--- src/verilog/ccb_bridge_map.vh ---
// Constants shared by the clock crossing bridge design files
// What this block does
// - Master and slave handshake machines carry read, write and stall.
// - Controls from the other side pass a multi-flop synchronizer first.
// - Needs a slave clock below half the master clock rate, as clk samples it.
// - New request is captured and stall raised in that same master cycle.
// - After capture, master side raises a request that slave side syncs.
// - Slave side runs the read or write on its port, obeying its stall.
// - Slave side acknowledges; master side acts only on the synced copy.
// - Synced acknowledge drops the stall and presents read data.
// - Both ports see ordinary transfers; no extra crossing signals exist.
// - One transfer outstanding; master stalls until the current one ends.
// - Each port's protocol stays in its own clock domain.
// - Overhead at most five master plus five slave cycles per transfer.
`ifndef CCB_BRIDGE_MAP_VH
`define CCB_BRIDGE_MAP_VH

// ----------------------------------------
// Port widths
// ----------------------------------------
`define CCB_AW 32
`define CCB_DW 32
`define CCB_BW 4

// ----------------------------------------
// Synchronizer depths
// ----------------------------------------
`define CCB_SYNC_STAGES 2
`define CCB_DATA_STAGES 3

// ----------------------------------------
// Reset values
// ----------------------------------------
`define CCB_ADDR_RST 32'h0000_0000
`define CCB_DATA_RST 32'h0000_0000
`define CCB_BE_RST 4'h0

// ----------------------------------------
// One-hot state codes
// ----------------------------------------
`define CCB_M_IDLE 4'h1
`define CCB_M_WAIT 4'h2
`define CCB_M_DONE 4'h4
`define CCB_M_DRAIN 4'h8
`define CCB_S_IDLE 3'h1
`define CCB_S_BUSY 3'h2
`define CCB_S_ACK 3'h4

`endif

--- src/verilog/ccb_bridge.v ---
// Clock crossing bridge: master handshake machine and slave handshake machine
`timescale 1ns/1ps
`include "ccb_bridge_map.vh"
module ccb_bridge (
   input wire clk,
   input wire rst,
   input wire ce,
   input wire [`CCB_AW-1:0] m_address,
   input wire m_read,
   input wire m_write,
   input wire [`CCB_DW-1:0] m_writedata,
   input wire [`CCB_BW-1:0] m_byteenable,
   output wire [`CCB_DW-1:0] m_readdata,
   output wire m_waitrequest,
   input wire slave_clk,
   output wire [`CCB_AW-1:0] s_address,
   output wire s_read,
   output wire s_write,
   output wire [`CCB_DW-1:0] s_writedata,
   output wire [`CCB_BW-1:0] s_byteenable,
   input wire [`CCB_DW-1:0] s_readdata,
   input wire s_waitrequest
);

   // ----------------------------------------
   // State codes
   // ----------------------------------------
   localparam M_IDLE = `CCB_M_IDLE;
   localparam M_WAIT = `CCB_M_WAIT;
   localparam M_DONE = `CCB_M_DONE;
   localparam M_DRAIN = `CCB_M_DRAIN;
   localparam S_IDLE = `CCB_S_IDLE;
   localparam S_BUSY = `CCB_S_BUSY;
   localparam S_ACK = `CCB_S_ACK;

   // ----------------------------------------
   // Master side registers
   // ----------------------------------------
   reg [3:0] m_state_q;
   reg [3:0] m_state_d;
   reg req_q;
   reg req_d;
   reg cap_en;
   reg rd_load;
   reg [`CCB_AW-1:0] cap_addr_q;
   reg [`CCB_DW-1:0] cap_wdata_q;
   reg [`CCB_BW-1:0] cap_be_q;
   reg cap_wr_q;
   reg [`CCB_DW-1:0] m_rdata_q;

   // ----------------------------------------
   // Slave side registers
   // ----------------------------------------
   reg [2:0] s_state_q;
   reg [2:0] s_state_d;
   reg ack_q;
   reg ack_d;
   reg s_issue;
   reg s_finish;
   reg s_read_q;
   reg s_write_q;
   reg [`CCB_AW-1:0] s_addr_q;
   reg [`CCB_DW-1:0] s_wdata_q;
   reg [`CCB_BW-1:0] s_be_q;
   reg [`CCB_DW-1:0] s_rdata_q;

   // ----------------------------------------
   // Crossing wires
   // ----------------------------------------
   wire req_s;
   wire ack_m;
   wire sclk_s;
   wire s_edge;
   wire s_wait_s;
   wire [`CCB_DW-1:0] s_rdata_s;
   wire m_req;

   assign m_req = m_read | m_write;

   // ----------------------------------------
   // Synchronizers
   // ----------------------------------------
   // Request into the slave timing domain
   ccb_sync #(
      .W(1),
      .STAGES(`CCB_SYNC_STAGES)
   ) u_req_sync (
      .clk(clk),
      .rst(rst),
      .ce(ce),
      .din(req_q),
      .dout(req_s)
   );

   // Acknowledge back into the master timing domain
   ccb_sync #(
      .W(1),
      .STAGES(`CCB_SYNC_STAGES)
   ) u_ack_sync (
      .clk(clk),
      .rst(rst),
      .ce(ce),
      .din(ack_q),
      .dout(ack_m)
   );

   // Slave clock is sampled, not used as a clock
   ccb_sync #(
      .W(1),
      .STAGES(`CCB_SYNC_STAGES)
   ) u_sclk_sync (
      .clk(clk),
      .rst(rst),
      .ce(ce),
      .din(slave_clk),
      .dout(sclk_s)
   );

   // Slave inputs get one stage more than the clock path, so that the
   // value taken at a found edge is the one that stood just before it
   ccb_sync #(
      .W(1),
      .STAGES(`CCB_DATA_STAGES)
   ) u_swait_sync (
      .clk(clk),
      .rst(rst),
      .ce(ce),
      .din(s_waitrequest),
      .dout(s_wait_s)
   );

   ccb_sync #(
      .W(`CCB_DW),
      .STAGES(`CCB_DATA_STAGES)
   ) u_srdata_sync (
      .clk(clk),
      .rst(rst),
      .ce(ce),
      .din(s_readdata),
      .dout(s_rdata_s)
   );

   ccb_edge u_sclk_edge (
      .clk(clk),
      .rst(rst),
      .ce(ce),
      .level(sclk_s),
      .rise(s_edge)
   );

   // ----------------------------------------
   // Master handshake machine
   // ----------------------------------------
   always @* begin
      m_state_d = m_state_q;
      req_d = req_q;
      cap_en = 1'b0;
      rd_load = 1'b0;
      case (m_state_q)
         M_IDLE: begin
            if (m_req) begin
               cap_en = 1'b1;
               req_d = 1'b1;
               m_state_d = M_WAIT;
            end
         end
         M_WAIT: begin
            if (ack_m) begin
               rd_load = 1'b1;
               req_d = 1'b0;
               m_state_d = M_DONE;
            end
         end
         M_DONE: begin
            m_state_d = M_DRAIN;
         end
         M_DRAIN: begin
            // Next request waits here until the acknowledge falls
            if (!ack_m) begin
               m_state_d = M_IDLE;
            end
         end
         default: begin
            m_state_d = M_IDLE;
            req_d = 1'b0;
         end
      endcase
   end

   always @(posedge clk or posedge rst) begin
      if (rst) begin
         m_state_q <= M_IDLE;
         req_q <= 1'b0;
      end else if (ce) begin
         m_state_q <= m_state_d;
         req_q <= req_d;
      end
   end

   // Request held here, so the master bus is free to change only after
   // release, and the slave side reads a stable copy
   always @(posedge clk or posedge rst) begin
      if (rst) begin
         cap_addr_q <= `CCB_ADDR_RST;
         cap_wdata_q <= `CCB_DATA_RST;
         cap_be_q <= `CCB_BE_RST;
         cap_wr_q <= 1'b0;
      end else if (ce && cap_en) begin
         cap_addr_q <= m_address;
         cap_wdata_q <= m_writedata;
         cap_be_q <= m_byteenable;
         cap_wr_q <= m_write;
      end
   end

   // Read data copy is safe: slave copy is frozen while acknowledge is high
   always @(posedge clk or posedge rst) begin
      if (rst) begin
         m_rdata_q <= `CCB_DATA_RST;
      end else if (ce && rd_load) begin
         m_rdata_q <= s_rdata_q;
      end
   end

   // Stall from the first request cycle; lifted only in the release cycle
   assign m_waitrequest = m_req & (m_state_q != M_DONE);
   assign m_readdata = m_rdata_q;

   // ----------------------------------------
   // Slave handshake machine
   // ----------------------------------------
   // Steps only on found slave clock edges, keeping slave timing
   always @* begin
      s_state_d = s_state_q;
      ack_d = ack_q;
      s_issue = 1'b0;
      s_finish = 1'b0;
      case (s_state_q)
         S_IDLE: begin
            if (s_edge && req_s) begin
               s_issue = 1'b1;
               s_state_d = S_BUSY;
            end
         end
         S_BUSY: begin
            if (s_edge && !s_wait_s) begin
               s_finish = 1'b1;
               ack_d = 1'b1;
               s_state_d = S_ACK;
            end
         end
         S_ACK: begin
            if (s_edge && !req_s) begin
               ack_d = 1'b0;
               s_state_d = S_IDLE;
            end
         end
         default: begin
            s_state_d = S_IDLE;
            ack_d = 1'b0;
         end
      endcase
   end

   always @(posedge clk or posedge rst) begin
      if (rst) begin
         s_state_q <= S_IDLE;
         ack_q <= 1'b0;
      end else if (ce) begin
         s_state_q <= s_state_d;
         ack_q <= ack_d;
      end
   end

   // Slave port strobes: an ordinary single transfer
   always @(posedge clk or posedge rst) begin
      if (rst) begin
         s_read_q <= 1'b0;
         s_write_q <= 1'b0;
      end else if (ce) begin
         if (s_issue) begin
            s_read_q <= ~cap_wr_q;
            s_write_q <= cap_wr_q;
         end else if (s_finish) begin
            s_read_q <= 1'b0;
            s_write_q <= 1'b0;
         end
      end
   end

   always @(posedge clk or posedge rst) begin
      if (rst) begin
         s_addr_q <= `CCB_ADDR_RST;
         s_wdata_q <= `CCB_DATA_RST;
         s_be_q <= `CCB_BE_RST;
      end else if (ce && s_issue) begin
         s_addr_q <= cap_addr_q;
         s_wdata_q <= cap_wdata_q;
         s_be_q <= cap_be_q;
      end
   end

   // Read data kept until the next read transfer finishes
   always @(posedge clk or posedge rst) begin
      if (rst) begin
         s_rdata_q <= `CCB_DATA_RST;
      end else if (ce && s_finish && s_read_q) begin
         s_rdata_q <= s_rdata_s;
      end
   end

   assign s_address = s_addr_q;
   assign s_read = s_read_q;
   assign s_write = s_write_q;
   assign s_writedata = s_wdata_q;
   assign s_byteenable = s_be_q;

   // ----------------------------------------
   // Latency note
   // ----------------------------------------
   // Request path: two sync flops then one slave edge; acknowledge path:
   // two sync flops then one master cycle, inside the overhead budget

endmodule

--- src/verilog/ccb_sync.v ---
// Multi-stage flip-flop synchronizer for levels from another timing domain
`timescale 1ns/1ps
module ccb_sync #(
   parameter W = 1,
   parameter STAGES = 2
) (
   input wire clk,
   input wire rst,
   input wire ce,
   input wire [W-1:0] din,
   output wire [W-1:0] dout
);

   // ----------------------------------------
   // Flop chain
   // ----------------------------------------
   // Only the next stage reads a stage, so metastability settles in the chain
   reg [W-1:0] chain_q [0:STAGES-1];
   integer i;

   always @(posedge clk or posedge rst) begin
      if (rst) begin
         for (i = 0; i < STAGES; i = i + 1) begin
            chain_q[i] <= {W{1'b0}};
         end
      end else if (ce) begin
         chain_q[0] <= din;
         for (i = 1; i < STAGES; i = i + 1) begin
            chain_q[i] <= chain_q[i-1];
         end
      end
   end

   assign dout = chain_q[STAGES-1];

endmodule

--- src/verilog/ccb_edge.v ---
// Rising edge finder for an already synchronized slave clock level
`timescale 1ns/1ps
module ccb_edge (
   input wire clk,
   input wire rst,
   input wire ce,
   input wire level,
   output wire rise
);

   // ----------------------------------------
   // Previous sample
   // ----------------------------------------
   reg prev_q;

   always @(posedge clk or posedge rst) begin
      if (rst) begin
         prev_q <= 1'b0;
      end else if (ce) begin
         prev_q <= level;
      end
   end

   // One-cycle pulse per slave clock rising edge
   assign rise = level & ~prev_q;

endmodule

--- config.mk ---
export PLATFORM = sky130hd
export DESIGN_NAME = ccb_bridge
export DESIGN_NICKNAME = d
export VERILOG_FILES = /design/src/verilog/ccb_bridge.v /design/src/verilog/ccb_sync.v /design/src/verilog/ccb_edge.v
export VERILOG_INCLUDE_DIRS = /design/src /design/src/verilog
export SDC_FILE = /design/constraint.sdc
export NUM_CORES = 1
export LEC_CHECK = 0
export BUFFER_PORTS_ARGS = -buffer_cell sky130_fd_sc_hd__buf_2
export CAP_MARGIN = 0
export CORE_UTILIZATION = 50
export CTS_CLUSTER_SIZE = 40
export DETAILED_ROUTE_END_ITERATION = 10
export PLACE_DENSITY = 0.81
export REMOVE_ABC_BUFFERS = 1
export SYNTH_ARGS = -nofsm -noshare
export SYNTH_HDL_FRONTEND = slang
export SYNTH_HIERARCHICAL = 1
export SYNTH_SLANG_ARGS = --single-unit
export TNS_END_PERCENT = 20
--- constraint.sdc ---
create_clock -name clk -period 12.6 [get_ports clk]
set_input_delay 0.63 -clock clk [delete_from_list [all_inputs] [get_ports clk]]
set_output_delay 0.63 -clock clk [all_outputs]
set_load 0.02 [all_outputs]
# Word level (Yosys, flattened, before mapping)
# Cells that the tools add are included.
# Widths: inputs -> output; s select.
# totals
wordCells	91
mem_bits_rw	0
register_bits	318
latch_bits	0
romBits	0
input_bits	107
mem_count	0
# op_classes
bitwise	7
n_shift	0
n_mul	0
n_mux	25
n_div	0
eq_ne	14
reduce_logical	17
magnitude_cmp	0
addsub	0
# ops
op	count
$pmux 4 s4	1
$reduce_and 4->1	4
$mux 1	15
$mux 4	3
$ne 2x2->1 const B	5
$mux 3	3
$pmux 3 s3	1
$logic_and 1x1->1	8
$pmux 1 s3	2
$eq 4x1->1 const B	1
$eq 4x2->1 const B	1
$eq 4x3->1 const B	1
$eq 4x4->1 const B	1
$ne 4x3->1 const B	1
$not 1->1	4
$eq 3x1->1 const B	1
$eq 3x2->1 const B	1
$eq 3x3->1 const B	1
$and 1x1->1	2
$logic_not 1->1	2
$ne 2x1->1 const B	1
$reduce_and 2->1	1
$reduce_bool 2->1	1
$reduce_or 2->1	1
$or 1x1->1	1

# Logic depth before layout (Yosys ltp)
# Gate-level depths: netlist of the first run.
# logic_depth
depth_word	7
mapped_depth	7

# Modules after synthesis
# The synthesis of the first run kept the hierarchy.
# by_module_without_submodules
mod	cells_each	instances	area_per_inst_um2	seq_area_each_um2
ccb_bridge	501	1	8151.6	5307.6
ccb_sync (u_srdata_sync)	236	1	4008.8	2402.3
ccb_sync (u_ack_sync ...)	5	3	76.3	50.0
ccb_sync (u_swait_sync)	7	1	112.6	75.1
ccb_edge	4	1	50.0	25.0

# Worst setup path after synthesis of the first run
# OpenSTA, ideal clock, no wires.
# synth_timing
kind	input-to-reg
startpoint	input ce
endpoint	register s_addr_q[0], in the netlist s_address[0]
setup_time_ns	0.125
cell_stages	5
path_slack_ns	10.690
required_ns	12.475
arrival_ns	1.785
path_cell_list	buf_2 nand4_1 nor3_4 buf_2 mux2_2
# synth_via
elab_chain_len	1
# synth_rtl
item	line	text
start: declaration	ccb_bridge.v:7	input wire ce,
$logic_and 1x1->1	ccb_bridge.v:296	end else if (ce && s_issue) begin
end signal: assignment	ccb_bridge.v:293	s_addr_q <= `CCB_ADDR_RST;
end signal: assignment	ccb_bridge.v:297	s_addr_q <= cap_addr_q;
end: declaration	ccb_bridge.v:62	reg [`CCB_AW-1:0] s_addr_q;
# No other way between the ends.
# A chain may end at the register's enable or synchronous reset.

# Worst setup path in the final report of the first run
# layout_timing
startpoint	input ce
endpoint	register s_wdata_q[29], in the netlist s_writedata[29]
# layout_via
elab_chain_len	1
# layout_rtl
item	line	text
$logic_and 1x1->1	ccb_bridge.v:296	
end signal: assignment	ccb_bridge.v:294	s_wdata_q <= `CCB_DATA_RST;
end signal: assignment	ccb_bridge.v:298	s_wdata_q <= cap_wdata_q;
end: declaration	ccb_bridge.v:63	reg [`CCB_DW-1:0] s_wdata_q;
# No other way between the ends.

==> results of run 1 <==
[Yosys cell counts, drive strengths merged]
| cell type | n |
|---|---|
| nor4b | 2 |
| and4 | 1 |
| inv | 15 |
| o31ai | 2 |
| and2 | 1 |
| o211ai | 1 |
| a211oi | 1 |
| and3 | 1 |
| nor3 | 1 |
| nor2 | 8 |
| nor3b | 1 |
| o21ai | 3 |
| a21o | 3 |
| nand4 | 1 |
| dfstp | 2 |
| nor4 | 1 |
| a21oi | 5 |
| o21bai | 1 |
| xor2 | 1 |
| o311ai | 1 |
| mux2 | 307 |
| nand2 | 7 |
| dfrtp | 316 |
| o32ai | 1 |
| a31oi | 3 |
| buf | 68 |
| nor2b | 5 |
| nand2b | 1 |
| a22o | 3 |
[stage by stage]
stage                     cells  area [µm²]  hold WS, ps
after floorplan             695       12000          359
after global placement     1232       13500          479
after detailed placement   1232       13500          485
after CTS                  1293       14700         63.8
after global routing       1293       14700         69.1
final                      1293       14700         82.7
[power by group]
group | switching, W | total [W] | internal, W
clock | 0.000388 | 0.00102 | 0.000629
combinational | 0.000359 | 0.000740 | 0.000381
sequential | 0.000161 | 0.00147 | 0.00131
total | 0.000907 | 0.00323 | 0.00232
[logic make-up (layout without fill, tap and decap cells)]
kind of cell / Yosys count / after routing
mux: 307 / 307
simple gates: 30 / 30
compound gates: 24 / 24
xor+xnor: 1 / 1
flops: 318 / 318
buf+inv: 83 / 289
[registers in the layout, summed over array words and instances (netlist names), 3 cells and up]
signal                 flops
u_srdata_sync/chain_q     64
cap_addr_q                32
cap_wdata_q               32
m_readdata                32
s_address                 32
s_rdata_q                 32
s_writedata               32
u_srdata_sync/dout        32
cap_be_q                   4
m_state_q                  4
s_byteenable               4
s_state_q                  3
[metal layers]
layer | global-route usage (%) | wire length [µm]
met2 | 28.2 | 10300
met5 | 0 | 0
met3 | 4.93 | 1630
met1 | 24.9 | 10400
met4 | 4.85 | 395
[worst max-delay path: stages]
cell     delay [ps]
buf_4           550
nand4_1         260
nor3_4          720
buf_4           700
mux2_2          420
[cell type report]
type | instances | area (µm²) | share of cell area, %
Tap cell | 324 | 405 | 2.76
Timing Repair Buffer | 213 | 1080 | 7.33
Multi-Input combinational cell | 362 | 4020 | 27.3
Sequential cell | 318 | 7960 | 54.1
Clock buffer | 48 | 1020 | 6.97
Clock inverter | 13 | 150 | 1.02
Inverter | 15 | 66.3 | 0.451
[worst max path at each step]
| stage | from | to | cells past startpoint |
|---|---|---|---|
| floorplan | rst | ack_q | 1 |
| global placement | ce | s_address[23] | 5 |
| detailed placement | ce | s_address[4] | 5 |
| CTS | ce | s_address[4] | 5 |
| global route | ce | s_writedata[2] | 5 |
| finish | ce | s_writedata[29] | 5 |
==> metrics.yaml, run 1 <==
critPathRequiredTime_ps: 12970
antenna_found_initial: 0
syn-cell-area_um2: 12600
cts_setup_buffers: 0
max_cap_viol_count: 0
clk_latency_ps: 500
endpoint_kind: "flip-flop"
ys_types: 36
h-tree-depth: 2
gp_congestion: 0.787
ctsHoldBuffers: 0
syn_to_final_growth_pct: 17.1
remaining_drc_errors: 0
rsz0062_at_grt: "false"
grt_usage_pct: 18.0
diodes: 0
firstDrtPassIters: 6
final_common_cell: "dfrtp_1"
worstPathMaxFanout: 55
total_power_w: 0.00323
pre_cts_ws_ps: 9090
finalHoldViolCount: 0
synth_top_area_share_pct: 63.0
powerDensity_nw_per_um2: 220
outcome: "completed"
final_nets: 1051
skew_ps: 16.0
ant_nets: 0
cts_buffer_depth: 3
postCtsResizedCells: 0
drive_gt1_share_pct: 60.8
synthSimpleGateAreaFrac_pct: 1.55
cts_tree: "done"
r2r_cells: 5
worstMarginPinSlew_ps: 1060
setup_viol: 0
fin_util_pct: 60.1
grt_overflow: 0
yosysTopAreaCell: "dfrtp_1"
setup_slack_ps: 9570
worst_ep_arrival_time_ps: 3400
max_freq_ghz: 0.330
synth_fa_ha_area_share_pct: 0
io_buffer_count: 209
peakVddDrop_v: 0.000164
synth_top_family_by_area: "multiplexers"
synth-xor-area-share_pct: 0.0698
final_cell_mix: "dfrtp_1, mux2_2, buf_2, mux2_4, clkbuf_16"
ys_seq_area_share_pct: 63.4
worstSetupPathType: "input port to flip-flop"
routed_wl_mm: 22.6
clock-sinks: 318
die_w_um: 160
root_buffer: "clkbuf_16"
fin_crit_ps: 3030
reg2reg_from: "u_sclk_sync/dout"
die_area_um2: 25700
fin_tns_setup_ps: 0
yosys_register_bits: 318
first_global_vias: 7023
hold_path_class: "input port to asynchronous set/reset pin"
drt_iter0_drc: 387
dp_hpwl_mm: 14.2
initial_core_util_pct: 51.3
yosysWarnings: 6
cp-start-kind: "input port"
row_count: 57
leakage_nw: 7.22
grt_start_max_net_pins: 139
grt_pass1_wl_mm: 37.3
clk_pin_slew_worst_paths_ps: 60
avgSynthCellArea_um2: 16.5
numCtsBuffers: 34
ioPinCount: 210
synth-compound-area-share_pct: 1.30
post-route-period-util_pct: 24.1
fill_cells: 1836
via_per_inst: 5.13
die_h_um: 160
slew_viol_final: 0
synthTopCellsByArea: "dfrtp_1, mux2_2, mux2_4"
synth_cells: 763
r2r_slack_ps: 9820
vias: 6632
routedWlPerCell_um: 17.5
slew_headroom_pct: 29.6
rr_endpoint: "s_writedata[29]"
core_um2: 24500
synth_mux_area_share_pct: 29.0
Power figures use the tool's default switching activity.
==> inputs of run 2 (changes only) <==
Settings changed: ABC_AREA from default to 1.
Clock period 12.6 ns to 2.8 ns, I/O delays scaled along.
==> metrics.yaml, run 2 <==
outcome: "completed"
vias: 10497
worstPathMaxFanout: 68
fin_crit_ps: 1930
cp-start-kind: "flip-flop"
instances_no_fill: 2062
setup_viol: 0
intPower_w: 0.00909
final_nets: 1813
final_common_cell: "nand2_1"
worstMarginPinSlew_ps: 940
via_per_inst: 5.09
clock-sinks: 318
endpoint_kind: "flip-flop"
synthFlopType: "dfrtp_1"
row_count: 58
firstDrtPassIters: 6
synth-compound-area-share_pct: 2.71
min_delay_path_depth: 3
leakage_nw: 9.09
ys_top_cells_by_count: "nand2_1, dfrtp_1, nand3_1, o21ai_0, buf_4"
clk_latency_ps: 500
critPathRequiredTime_ps: 3220
initial_core_util_pct: 51.0
cts_tree: "done"
power_switching_w: 0.00401
yosysTopAreaCell: "dfrtp_1"
slew_viol_final: 0
grt_start_max_net_pins: 205
largest_register_ffs: 64
routed_wl_mm: 31.0
synthTopCellsByArea: "dfrtp_1, nand2_1, nand3_1"
synth_cells: 1457
p_seq_share_pct: 46.6
max_freq_ghz: 0.517
top_register: "u_srdata_sync/chain_q"
powerDensity_nw_per_um2: 822
p_clk_share_pct: 33.7
dp_hpwl_mm: 17.1
yosys_register_bits: 318
rsz0062_at_grt: "false"
die_w_um: 162
postCtsResizedCells: 0
switching_share_pct: 30.6
grt_usage_pct: 24.1
die_h_um: 162
worst_ep_arrival_time_ps: 2350
root_buffer: "clkbuf_16"
post-route-period-util_pct: 69.0
worstSetupPathType: "flip-flop to flip-flop"
placedCellCount: 1896
yosysWarnings: 6
cts_buffer_depth: 3
first_global_vias: 10340
reg2reg_from: "m_state_q[0]"
peakVddDrop_v: 0.000504
synth_edf_count: 0
final_cell_mix: "nand2_1, dfrtp_1, buf_2, nand3_1, dlygate4sd3_1"
h-tree-depth: 2
ant_nets: 0
hold_path_class: "input port to flip-flop"
async_reset_ff_share_pct: 100
remaining_drc_errors: 0
slew_headroom_pct: 37.4
fill_cells: 2017
die_area_um2: 26300
avgSynthCellArea_um2: 8.82
syn-cell-area_um2: 12800
numCtsBuffers: 34
core_um2: 25200
r2r_cells: 7
clk_pin_slew_worst_paths_ps: 60
p_comb_share_pct: 19.6
rr_endpoint: "cap_wdata_q[12]"
drt_iter0_drc: 943
synthSimpleGateAreaFrac_pct: 28.9
finalHoldViolCount: 0
antenna_found_initial: 1
drive_gt1_share_pct: 17.0
ys_types: 21
skew_ps: 20.8
ioPinCount: 210
r2r_slack_ps: 870
synth_top_area_share_pct: 61.6
io_buffer_count: 209
gp_congestion: 0.815
grt_overflow: 0
synth_top_family_by_area: "simple AND/OR/NAND/NOR gates"
max_cap_viol_count: 0
synth_mux_area_share_pct: 0
yosysMostFrequentCell: "nand2_1"
fin_util_pct: 63.3
grt_pass1_wl_mm: 50.8
synth-xor-area-share_pct: 0
min_to: "u_srdata_sync/dout[8]"
min_from: "ce"
syn_to_final_growth_pct: 24.1
synth_fa_ha_area_share_pct: 0
routedWlPerCell_um: 15.1
ys_seq_area_share_pct: 62.0
==> run 2: repair_timing <==
action,4_1_cts,5_1_grt
buffers inserted,0,0
hold endpoints to repair,224,0
hold buffers,104,0
==> run 2: power groups by stage <==
stage	registers (W)	logic, W	clock network, W
finish	0.00611	0.00257	0.00442
global route	0.00622	0.00288	0.00468
CTS	0.00608	0.00255	0.00451
detailed placement	0.00615	0.00242	0
global placement	0.00611	0.00234	0
floorplan	0.00637	0.00123	0
==> run 2: final cells by class <==
type,instances,area (µm²),area share (%)
sequential,318,7960,49.9
multi-input combinational,995,4070,25.5
timing repair buffer,328,2260,14.2
clock buffer,56,1060,6.68
tap,330,413,2.59
inverter,29,121,0.761
clock inverter,4,48.8,0.306
antenna,2,5.00,0.0314
==> run 2: worst max-delay path, cell delays in order (launching register included) <==
cell and delay [ps]:
dfstp_2 550, inv_2 40, nor2_2 80, nand2_1 110
nor2_4 110, buf_4 580, nand3_1 190, nand2_1 170
==> run 2: how the worst max path moves through the flow <==
stage / from / cells after the start / slack [ps] / to
floorplan: rst / 1 / -3130 / ack_q
global placement: u_sclk_sync/dout / 8 / 960 / s_rdata_q[21]
detailed placement: u_sclk_sync/dout / 8 / 900 / s_rdata_q[21]
CTS: u_sclk_sync/dout / 8 / 900 / s_rdata_q[14]
global route: m_state_q[0] / 7 / 590 / cap_wdata_q[21]
finish: m_state_q[0] / 7 / 870 / cap_wdata_q[12]
==> run 2: logic make-up (layout without fill, tap and decap cells) <==
logic type      count (synthesis)  in the layout
simple gates                  926            926
flops                         318            318
buf+inv                       144            417
compound gates                 69             69
other cells                     0              2
==> run 2: metal layers <==
metal  global-route usage, %  vias to the layer above  routed length [µm]
met3                    5.26                      135                1860
met2                    37.6                      387               14900
met4                    15.3                        0                1830
met5                       0                        -                   0
li1                        -                     5019                   -
met1                    30.5                     4956               12400
==> run 2: metrics by stage <==
| step | instance area, µm² | power [W] | hold WS [ps] | worst slack [ps] | setup TNS, ps |
|---|---|---|---|---|---|
| after floorplan | 12100 | 0.00760 | -131 | -3130 | -696920 |
| after global placement | 13800 | 0.00844 | 100 | 964 | 0 |
| after detailed placement | 13800 | 0.00857 | 108 | 897 | 0 |
| after CTS | 15900 | 0.0131 | 97.5 | 904 | 0 |
| after global routing | 15900 | 0.0138 | 111 | 591 | 0 |
| final | 15900 | 0.0131 | 99.8 | 867 | 0 |
